File: config.mk
export PLATFORM = sky130hd
export DESIGN_NAME = pcm_counter
export DESIGN_NICKNAME = d
export VERILOG_FILES = /design/src/hdl/pcm_pkg.sv /design/src/hdl/pcm_counter.sv
export SDC_FILE = /design/constraint.sdc
export NUM_CORES = 1
export LEC_CHECK = 0
export BUFFER_PORTS_ARGS = -buffer_cell sky130_fd_sc_hd__buf_2
export CAP_MARGIN = 20
export CORE_AREA = 8 8 111 113
export CTS_CLUSTER_DIAMETER = 150
export DETAILED_ROUTE_END_ITERATION = 7
export DIE_AREA = 0 0 119 121
export PLACE_DENSITY_LB_ADDON = 0.12
export SYNTH_ARGS = -nofsm -noshare
export SYNTH_HDL_FRONTEND = slang
export SYNTH_SLANG_ARGS = --single-unit
File: constraint.sdc
create_clock -name clk -period 10.5 [get_ports clk]
set_input_delay 1.05 -clock clk [delete_from_list [all_inputs] [get_ports clk]]
set_output_delay 1.05 -clock clk [all_outputs]
set_load 0.005 [all_outputs]
File: src/hdl/pcm_pkg.sv
// package: constants and carrier types for the counter mode logic
package pcm_pkg;

    localparam int CNT_W = 16;
    localparam logic [15:0] CNT_RESET = 16'h0000;
    localparam logic [15:0] BIN_WRAP = 16'hFFFF;
    localparam logic [15:0] BCD_WRAP = 16'h9999;
    localparam logic [15:0] CNT_ONE = 16'h0001;
    localparam logic [15:0] CNT_TWO = 16'h0002;
    localparam logic [15:0] CNT_ZERO = 16'h0000;
    localparam logic OUT_RESET = 1'b1;

    typedef enum logic [2:0] {
        PCM_MODE0 = 3'h0,
        PCM_MODE1 = 3'h1,
        PCM_MODE2 = 3'h2,
        PCM_MODE3 = 3'h3,
        PCM_MODE4 = 3'h4,
        PCM_MODE5 = 3'h5
    } pcm_mode_type;

    // host side write strobes for one channel
    typedef struct packed {
        logic ctrl_wr;          // control word written
        pcm_mode_type mode;     // mode carried by the control word
        logic bcd;              // decimal counting format
        logic low_wr;           // low byte latch written
        logic high_wr;          // high byte latch written
        logic [7:0] data;       // byte written
    } pcm_host_wr_type;

    // state shown back to the host
    typedef struct packed {
        logic [15:0] count;     // counting element
        logic null_count;       // latches not yet transferred
        logic out;              // output level
    } pcm_status_type;

endpackage

File: src/hdl/pcm_counter.sv
// one 16-bit down-counter channel with its six operating modes
`timescale 1ns/10ps
module pcm_counter
    import pcm_pkg::*;
(
    input wire logic clk,                     // system clock
    input wire logic rst,                     // synchronous reset, high
    input wire pcm_host_wr_type host_wr,      // host write strobes
    input wire logic timer_clock_input,       // timer clock, sampled
    input wire logic channel_two_gate,        // gate, sampled
    output logic channel_two_output,          // counter output
    output pcm_status_type status             // count and state view
);

    logic tclk_reg;
    logic gate_reg;
    logic tclk_rise;
    logic tclk_fall;
    logic gate_rise;
    pcm_mode_type mode_reg;
    logic bcd_reg;
    logic [7:0] count_input_low_latch;
    logic [7:0] count_input_high_latch;
    logic [15:0] ce_reg;
    logic [15:0] ce_next;
    logic out_reg;
    logic null_reg;
    logic load_pend_reg;      // count written, waiting for a pulse
    logic armed_reg;          // mode 1/5 initialized, trigger may start
    logic running_reg;        // element holds a loaded value
    logic trig_flag_reg;      // gate edge flag
    logic trig_seen_reg;      // edge flag captured at rising edge
    logic gate_level_reg;     // gate level captured at rising edge
    logic half_reg;           // mode 3 first half of the period
    logic decr_en;
    logic do_load;
    logic periodic;
    logic [15:0] latched;
    logic [15:0] step;
    logic at_zero;
    logic at_one;
    logic at_two;
    logic at_three;
    logic period_end;         // current periodic cycle is over
    logic out_next;
    logic half_next;

    assign periodic = (mode_reg == PCM_MODE2) || (mode_reg == PCM_MODE3);
    assign latched = {count_input_high_latch, count_input_low_latch};

    // edges of the sampled timer clock and gate
    always_ff @(posedge clk) begin
        if (rst) begin
            tclk_reg <= 1'b0;
            gate_reg <= 1'b0;
        end else begin
            tclk_reg <= timer_clock_input;
            gate_reg <= channel_two_gate;
        end
    end
    assign tclk_rise = timer_clock_input && !tclk_reg;
    assign tclk_fall = !timer_clock_input && tclk_reg;
    assign gate_rise = channel_two_gate && !gate_reg;

    // control word and input latches
    always_ff @(posedge clk) begin
        if (rst) begin
            mode_reg <= PCM_MODE0;
            bcd_reg <= 1'b0;
            count_input_low_latch <= 8'h00;
            count_input_high_latch <= 8'h00;
        end else begin
            if (host_wr.ctrl_wr) begin
                mode_reg <= host_wr.mode;
                bcd_reg <= host_wr.bcd;
            end
            if (host_wr.low_wr) begin
                count_input_low_latch <= host_wr.data;
            end
            if (host_wr.high_wr) begin
                count_input_high_latch <= host_wr.data;
            end
        end
    end

    // gate edge flag: set on edge, cleared right after the rising-edge sample
    always_ff @(posedge clk) begin
        if (rst) begin
            trig_flag_reg <= 1'b0;
        end else if (tclk_rise) begin
            trig_flag_reg <= 1'b0;
        end else if (gate_rise) begin
            trig_flag_reg <= 1'b1;
        end
    end

    // an edge in the same cycle as the sample is not lost
    always_ff @(posedge clk) begin
        if (rst) begin
            trig_seen_reg <= 1'b0;
        end else if (tclk_rise) begin
            trig_seen_reg <= trig_flag_reg || gate_rise;
        end else if (tclk_fall) begin
            trig_seen_reg <= 1'b0;
        end
    end

    // gate level for counting, taken at the timer clock rise
    always_ff @(posedge clk) begin
        if (rst) begin
            gate_level_reg <= 1'b0;
        end else if (tclk_rise) begin
            gate_level_reg <= channel_two_gate;
        end
    end

    // a pending count is consumed at the next pulse in modes 0 and 4;
    // periodic modes load at a trigger, at the period end or while not running; hardware modes wait for a trigger
    always_ff @(posedge clk) begin
        if (rst) begin
            load_pend_reg <= 1'b0;
            armed_reg <= 1'b0;
            null_reg <= 1'b0;
        end else begin
            if (host_wr.ctrl_wr) begin
                load_pend_reg <= 1'b0;
                armed_reg <= 1'b0;
                null_reg <= 1'b1;
            end else if (host_wr.high_wr || host_wr.low_wr) begin
                // either byte write marks the latches pending; no wait for the high byte
                load_pend_reg <= 1'b1;
                armed_reg <= 1'b1;
                null_reg <= 1'b1;
            end else if (do_load) begin
                load_pend_reg <= 1'b0;
                null_reg <= 1'b0;
            end
        end
    end

    // decrement by one, binary or decimal, wrapping at zero
    function automatic logic [15:0] pcm_dec(input logic [15:0] v, input logic bcd);
        logic [15:0] r;
        r = v;
        if (v == CNT_ZERO) begin
            r = bcd ? BCD_WRAP : BIN_WRAP;
        end else if (!bcd) begin
            r = v - CNT_ONE;
        end else begin
            for (int i = 0; i < 4; i++) begin
                if (r[i*4 +: 4] != 4'h0) begin
                    r[i*4 +: 4] = r[i*4 +: 4] - 4'h1;
                    break;
                end
                r[i*4 +: 4] = 4'h9;
            end
        end
        return r;
    endfunction

    // terminal values of the counting element
    assign at_zero = (ce_reg == CNT_ZERO);
    assign at_one = (ce_reg == CNT_ONE);
    assign at_two = (ce_reg == CNT_TWO);
    assign at_three = (ce_reg == (CNT_TWO | CNT_ONE));

    // mode 3 counts by two; an odd count spends its extra pulse in the high half
    // limitation: decimal steps by two rely on the low digit parity only
    always_comb begin
        step = pcm_dec(ce_reg, bcd_reg);
        if (mode_reg == PCM_MODE3) begin
            if (ce_reg[0] && !at_one) begin
                if (!half_reg) begin
                    // low half of an odd count is one pulse shorter
                    step = pcm_dec(pcm_dec(step, bcd_reg), bcd_reg);
                end
            end else begin
                step = pcm_dec(step, bcd_reg);
            end
        end
    end

    // end of the current counting cycle in the periodic modes
    always_comb begin
        if (mode_reg == PCM_MODE2) begin
            period_end = at_one;
        end else begin
            period_end = at_two || at_zero || (at_three && !half_reg);
        end
    end

    // load decision taken on the falling edge
    always_comb begin
        do_load = 1'b0;
        decr_en = 1'b0;
        if (tclk_fall) begin
            unique case (mode_reg)
                PCM_MODE0, PCM_MODE4: begin
                    do_load = load_pend_reg;
                    decr_en = !load_pend_reg && running_reg && gate_level_reg;
                end
                PCM_MODE1, PCM_MODE5: begin
                    do_load = armed_reg && trig_seen_reg;
                    decr_en = running_reg && !do_load &&
                        (mode_reg == PCM_MODE1 || gate_level_reg);
                end
                PCM_MODE2, PCM_MODE3: begin
                    // a trigger or a stopped element takes a new count at once, else the period end
                    do_load = armed_reg &&
                        (trig_seen_reg || !running_reg || period_end);
                    decr_en = running_reg && gate_level_reg && !do_load;
                end
                default: begin
                    do_load = 1'b0;
                    decr_en = 1'b0;
                end
            endcase
        end
    end

    always_comb begin
        ce_next = ce_reg;
        if (do_load) begin
            ce_next = latched;
        end else if (decr_en) begin
            ce_next = step;
        end
    end

    // counting element updated only on timer clock falling edges
    always_ff @(posedge clk) begin
        if (rst) begin
            ce_reg <= CNT_RESET;
            running_reg <= 1'b0;
        end else begin
            if (host_wr.ctrl_wr) begin
                running_reg <= 1'b0;
            end else if (tclk_fall) begin
                ce_reg <= ce_next;
                if (do_load) begin
                    running_reg <= 1'b1;
                end
            end
        end
    end

    // next output level per mode, applied only at a timer clock fall
    always_comb begin
        out_next = out_reg;
        half_next = half_reg;
        unique case (mode_reg)
            PCM_MODE0: begin
                if (decr_en && at_one) begin
                    out_next = 1'b1;
                end
            end
            PCM_MODE1: begin
                if (do_load) begin
                    out_next = 1'b0;
                end else if (decr_en && at_one) begin
                    out_next = 1'b1;
                end
            end
            PCM_MODE2: begin
                out_next = !(decr_en && at_two);
            end
            PCM_MODE3: begin
                if (do_load && running_reg && !trig_seen_reg) begin
                    // each reload ends one half of the square wave
                    half_next = !half_reg;
                    out_next = !half_reg;
                end else if (do_load) begin
                    half_next = 1'b1;
                    out_next = 1'b1;
                end
            end
            PCM_MODE4, PCM_MODE5: begin
                out_next = !(decr_en && at_one);
            end
            default: begin
                out_next = 1'b1;
            end
        endcase
    end

    // output level: control words, mode 0 count writes and a low gate in modes 2 and 3 act at once
    always_ff @(posedge clk) begin
        if (rst) begin
            out_reg <= OUT_RESET;
            half_reg <= 1'b1;
        end else if (host_wr.ctrl_wr) begin
            out_reg <= (host_wr.mode != PCM_MODE0);
            half_reg <= 1'b1;
        end else if (mode_reg == PCM_MODE0 && (host_wr.low_wr || host_wr.high_wr)) begin
            out_reg <= 1'b0;
        end else if (periodic && !channel_two_gate) begin
            out_reg <= 1'b1;
            half_reg <= 1'b1;
        end else if (tclk_fall) begin
            out_reg <= out_next;
            half_reg <= half_next;
        end
    end

    assign channel_two_output = out_reg;
    assign status = '{count: ce_reg, null_count: null_reg, out: out_reg};

endmodule

==> metrics.md, run 1 <==
| Metric | Value |
|---|---|
| PostCTS Resize Cnt | 0 |
| Xor/xnor share of the synthesized area | 0.0321 |
| Vias | around 5700 |
| Area grow syn2layout | 4.97% |
| Slew headroom | 0.267 |
| Yosys reg bits | between 40 and 50 |
| Arrival @ worst endpoint | between 7 and 8 ns |
| Initial Utilization | 0.489 |
| Number of nets in the layout | 742 |
| Setup Crit Path Kind | reg2reg |
| Reg clk slew, reported paths | 0.08 ns |
| DRT antenna net count | 0 |
| Seq pwr share | 0.425 |
| Placement Rows | 38 |
| Final hold vios | 0 |
| Multi-input logic area | around 3900 sq um |
| Boundary pin count | 38 |
| Post-Synth Simple-Gate Area | 0.337 |
| Port bufs | 37 |
| Ys Warns | 0 |
| Initial DRC count | 686 |
| Post-Syn Instances | 716 |
| Vias in the first global route | 5275 |
| Max frequency | 144 MHz |
| # placed instances | about 840 |
| NetSw | ~0.00015 W |
| Ant diodes | 0 |
| Die Area | 14400 sq um |
| HP Class | reg2reg |
| Min cycle time layout | 6.94 ns |
| Layout cells sized above 1 | 0.130 |
| WL final | 19200 um |
| Clk network pwr share | 0.282 |
| Post-Layout Cell Count | 850 |
| Clock sink count | 47 |
| Final setup TNS | 0 ns |
| Slew @ Worst Pin | 1.09 ns |
| Max-slew violation count | 0 |
| Seq/Total Area, Yosys | 0.181 |
| CTS HTree Levels | 2 |
| RSZ-0062 raised after global routing | no |
| First-pass DRT Iterations | 7 |
| Seq. cell area | 942 sq um |
| Dpl hpwl | approximately 15000 um |
| Mapped Area | 5180 sq um |
| WL/cell | ~23 um |
| Adder-cell share of the synthesized area | 0.0314 |
| Compound-gate portion of the synthesized area | 0.281 |
| Final Power | between 0.0004 and 0.0005 W |
| Comb pwr share | 0.293 |
| Peak VDD IR | 0.105 mV |
| FF-to-FF setup slack | approximately 3.6 ns |
| Final RePlAce weighted congestion | around 0.95 |
| Fin crit share | 0.661 |
| Setup bufs post-CTS | 0 |
| Vias per std cell | 6.74 |
| Final setup viols | 0 |
| Syn_nets | 748 |
| Max FFs per register | 16 |
| Filler Cell Count | 1089 |
| Root Buffer | clkbuf_8 |
| EDFF count, synth | 0 |
| Most used DFF post-synth | dfxtp_1 |
| CP startpoint kind | flip-flop |
| Pleak | 2.06 nW |
| Worst path required time | 10.75 ns |
| DR DRC count | 0 |
| Clk_skew | roughly 0.0032 ns |
| Pwr dens | 83.8 nW/um^2 |
| Initial antenna violation count | 0 |
| Die extent in x | 119 um |
| P_int | between 0.0003 and 0.0004 W |
| CTS tree | done |
| First-pass GRT wire length | 30500 um |
| Die Ht | ~120 um |
| Status | finished, final reports clean |
| CTS buffer count | 5 |
| Syn Area/Cell | 7.24 sq um |
| Largest net degree at the start of global routing | 56 |
| Hold buffer count at cts | 0 |
| Core Footprint | 10600 sq um |
| Switching portion of total power | 0.336 |
| Crit path max fanout | 15 |
| Clock buffer depth | 2 |
| Largest family of logic cells by synthesized area | simple AND/OR/NAND/NOR gates |
| Worst Setup End Kind | flip-flop |
| Max-cap violations | 0 |
| Asr flop ratio synth | 0 |
| Netlist cell types | 88 |
| Clock insertion delay at the later pin of the skew report | approximately 0.30 ns |
| GRT overflow | 0 |
| GR Util All Layers | 0.262 |
| Mux cell area share after synthesis | 0.0702 |
## critical path: stages, from the launching register on
cell	delay (ns)
dfxtp_1	0.41
inv_1	0.17
ha_1	0.31
nor3b_1	0.76
nand4_1	0.60
o21ai_1	0.53
inv_2	0.15
ha_1	0.25
nor4b_2	0.21
nand4_1	0.41
nor3_4	0.19
nor2_1	0.44
ha_1	0.34
o21ai_0	0.26
nor3b_4	0.38
nand2_1	0.18
nor3_1	0.31
and2_1	0.38
nor4_2	0.10
a2111oi_2	0.34
o21a_1	0.16
## final cells by class
cell class	count	area share
Clock inverter	1	0.00552
Clock buffer	6	0.0133
Timing Repair Buffer	45	0.0451
Tap cell	140	0.0322
Inverter	22	0.0152
Sequential cell	47	0.173
Multi-Input combinational cell	589	0.716
## metal layers
metal  routed length [um]  global-route usage  part of all wire  vias up
met3                 1470              0.0409             0.076       45
met2                 8620               0.419              0.45      288
met4                  850               0.117             0.044        0
met5                    0                   0                 0        -
li1                     -                   -                 -     2691
met1                 8250               0.343              0.43     2702
## power by group through the flow
stage / combinational (W) / sequential, W / clock (W)
after floorplan: 0.0000972 / 0.000193 / 0
after global placement: 0.000130 / 0.000197 / 0
after detailed placement: 0.000130 / 0.000198 / 0
after CTS: 0.000131 / 0.000194 / 0.000134
after global routing: 0.000145 / 0.000195 / 0.000139
final: 0.000134 / 0.000194 / 0.000129
## stage by stage
stage	hold WS, ns	instance area [sq um]	worst slack (ns)	utilization
after floorplan	0.452	5180	4.65	-
after global placement	0.473	5340	3.99	0.504
after detailed placement	0.486	5340	3.67	0.504
after CTS	0.511	5440	3.65	0.513
after global routing	0.526	5440	2.92	0.513
final	0.503	5440	3.56	0.513
## kinds of logic after synthesis
| group | count (synthesis) |
|---|---|
| and+or+nand+nor | 314 |
| buffers and inverters | 80 |
| DFF | 47 |
| adders and majority gates | 13 |
| muxes | 36 |
| AOI/OAI and AO/OA | 207 |
| xor gates and xnor gates | 19 |
## layout by cell type, fill, tap and decap left out, drive strengths merged, types with 9 or more instances in the layout
cell type	count
nor3	32
a211oi	13
inv	21
buf	45
nand2	45
xnor2	13
nor4b	11
mux2i	33
dfxtp	47
o211ai	9
or3	14
nor4	14
nand2b	9
o21a	9
ha	13
nor2	86
a21oi	47
nand3	29
nand4	21
or4	14
a31oi	9
or2	10
o31ai	10
o21ai	47
## synth_stat cells (10+ instances only)
cell type,instances,area (sq um)
nor2_1,86,323
dfxtp_1,47,941
a21oi_1,46,230
nand2_1,44,165
o21ai_0,41,205
clkbuf_1,38,143
mux2i_1,33,330
nor3_1,31,155
nand3_1,29,145
nand4_1,21,131
inv_1,20,75.1
or3_1,14,87.6
ha_1,13,163
or4_1,13,97.6
xnor2_1,13,114
a211oi_1,12,90.1
nor4_1,10,62.6
## final timing paths
kind	from	to	cells after the start
setup / recovery	ce_reg[0]$_SDFFE_PP0P_	ce_reg[4]$_SDFFE_PP0P_	20
hold / removal	count_input_low_latch[1]$_SDFFE_PP0P_	ce_reg[1]$_SDFFE_PP0P_	2
setup reg to reg	ce_reg[0]$_SDFFE_PP0P_	ce_reg[4]$_SDFFE_PP0P_	20
hold reg to reg	count_input_low_latch[1]$_SDFFE_PP0P_	ce_reg[1]$_SDFFE_PP0P_	2
(Power assumes the default switching activity.)
==> run 2: changes to the inputs <==
==> constraint.sdc (replaced) <==
create_clock -name clk -period 5.9 [get_ports clk]
set_input_delay 0.59 -clock clk [delete_from_list [all_inputs] [get_ports clk]]
set_output_delay 0.59 -clock clk [all_outputs]
set_load 0.005 [all_outputs]
==> metrics.md, run 2 (synthesis gave the netlist of run 1 again) <==
| Metric | Value |
|---|---|
| Initial DRC count | 698 (+1.7%) |
| GRT overflow | 0 (unchanged) |
| GR Util All Layers | 0.265 (+0.00300) |
| CP startpoint kind | flip-flop |
| Max-slew violation count | 0 (unchanged) |
| Fin crit share | 0.945 (+0.284) |
| Min cycle time layout | 5.57 ns (-1.36 ns) |
| # placed instances | 878 (+4.2%) |
| Root Buffer | clkbuf_8 |
| Reg clk slew, reported paths | 0.11 ns (+0.03 ns) |
| Final setup TNS | 0 ns (unchanged) |
| Final setup viols | 0 (unchanged) |
| Comb pwr share | 0.309 (+0.016) |
| Largest net degree at the start of global routing | 47 (-16%) |
| Vias per std cell | 6.64 (-1.4%) |
| Clk_skew | 0.0165 ns (+0.0132 ns) |
| Seq pwr share | 0.425 (about the same) |
| CTS HTree Levels | 2 (unchanged) |
| Status | finished, final reports clean |
| Filler Cell Count | 1033 (-5.1%) |
| Final Power | 0.000810 W (+78%) |
| Boundary pin count | 38 (unchanged) |
| Clock insertion delay at the later pin of the skew report | 0.32 ns (+0.02 ns) |
| Max FFs per register | 16 (unchanged) |
| Die Area | 14400 sq um (unchanged) |
| Slew @ Worst Pin | 1.02 ns (-0.0693 ns) |
| Peak VDD IR | 0.157 mV (+49%) |
| Clock sink count | 47 (unchanged) |
| Placement Rows | 38 (unchanged) |
| Hold Crit Start | count_input_high_latch[0]$_SDFFE_PP0P_ |
| Pleak | 2.26 nW (+9.6%) |
| Switching portion of total power | 0.362 (+0.0264) |
| Max frequency | 179 MHz (+24%) |
| Final RePlAce weighted congestion | 1.08 (+13%) |
| CTS buffer count | 5 (unchanged) |
| Worst path required time | 6.18 ns (-4.57 ns) |
| Dpl hpwl | 15100 um (+2.7%) |
| WL final | 19500 um (+1.9%) |
| Seq. cell area | 942 sq um (unchanged) |
| Area grow syn2layout | 10.9% |
| PnR worst setup slack | 0.325 ns (-3.24 ns) |
| Crit path max fanout | 11 (-4) |
| Commonest non-fill, non-tap cell in the layout | nor2_1 |
| Number of nets in the layout | 781 (+5.3%) |
| Die extent in x | 119 um (unchanged) |
| WL/cell | 22.0 um (-2.7%) |
| DR DRC count | 0 (unchanged) |
| Die Ht | 121 um (unchanged) |
| Pre-CTS WS | 0.136 ns (-3.54 ns) |
| Arrival @ worst endpoint | 5.85 ns (-1.34 ns) |
| CTS tree | done |
| Post-Layout Cell Count | 890 (+4.7%) |
| Critical Path Source | ce_reg[5]$_SDFFE_PP0P_ |
| Clk network pwr share | 0.265 (-0.017) |
| Multi-input logic area | 3920 sq um (+0.67%) |
| Setup Crit Path Kind | reg2reg |
| Clock buffer depth | 2 (unchanged) |
| Initial Utilization | 0.489 (unchanged) |
| Core Footprint | 10600 sq um (unchanged) |
| Layout cells sized above 1 | 0.187 (+0.0571) |
| Initial antenna violation count | 0 (unchanged) |
| First-pass GRT wire length | 31100 um (+2.1%) |
| Ant diodes | 0 (unchanged) |
| Worst Setup End Kind | flip-flop |
| Vias | 5914 (+3.3%) |
| Final hold vios | 0 (unchanged) |
| FF-to-FF Start | ce_reg[5]$_SDFFE_PP0P_ |
| Max-cap violations | 0 (unchanged) |
| P_int | 0.000517 W (+70%) |
| Slew headroom | 0.316 (+0.0487) |
| Most frequent cells in the layout | nor2_1 (86), buf_4 (47), a21oi_1 (46), dfxtp_1 (46), nand2_1 (43) |
| Port bufs | 37 (unchanged) |
| Vias in the first global route | 5684 (+7.8%) |
| Min Hold Slack | 0.499 ns (-0.00422 ns) |
| First-pass DRT Iterations | 5 (-2) |
| Hold buffer count at cts | 0 (unchanged) |
| Pwr dens | 141 nW/um^2 (+68%) |
| NetSw | 0.000293 W (+91%) |
| DRT antenna net count | 0 (unchanged) |
| HP Class | reg2reg |
## run 2: area by class of cell
type	count	share of cell area
well taps	140	0.0305
clock inverters	3	0.00392
multi-input cells	589	0.682
inverters	22	0.0144
flip-flops and latches	47	0.164
clock buffers	5	0.0120
repair buffers	84	0.0936
## run 2: worst paths after layout
path,end,slack [ns],depth (start not counted)
worst max-delay path,ce_reg[4]$_SDFFE_PP0P_,0.33,17
worst min-delay path,count_input_high_latch[0]$_SDFFE_PP0P_,0.50,2
worst max register to register,ce_reg[4]$_SDFFE_PP0P_,0.33,17
worst min register to register,count_input_high_latch[0]$_SDFFE_PP0P_,0.50,2
## run 2: layer usage
metal / up-vias / global-route usage / wire [um]
met5: - / 0 / 0
met4: 0 / 0.154 / 1060
met3: 71 / 0.0461 / 1660
met2: 331 / 0.431 / 8850
met1: 2753 / 0.326 / 7980
li1: 2759 / - / -
## run 2: what timing repair did
action                     CTS  global route
buffers inserted             0             4
setup endpoints to repair    0            16
gates resized for setup      0             8
## run 2: power by group through the flow
stage / logic (W) / clock network (W) / registers, W
after floorplan: 0.000173 / 0 / 0.000343
after global placement: 0.000238 / 0 / 0.000351
after detailed placement: 0.000239 / 0 / 0.000351
after CTS: 0.000240 / 0.000224 / 0.000344
after global routing: 0.000271 / 0.000234 / 0.000346
final: 0.000251 / 0.000215 / 0.000344
## run 2: critical path, stage by stage, from the launching register on
cell	delay (ns)
dfxtp_1	0.46
or4_1	0.76
or3_1	0.49
mux2i_1	0.17
a221o_1	0.42
or2_1	0.34
nor3_4	0.32
nor2_1	0.10
a21oi_2	0.20
ha_1	0.27
o21ai_0	0.23
nor3b_4	0.36
nand2_1	0.19
nor3_2	0.29
and2_2	0.31
nor4_2	0.08
a2111oi_2	0.37
o21a_1	0.17
## run 2: through the flow
step / util / area (sq um)
after detailed placement: 0.528 / 5600
after CTS: 0.537 / 5690
after global placement: 0.528 / 5600
after global routing: 0.542 / 5750
final: 0.542 / 5750
after floorplan: - / 5180
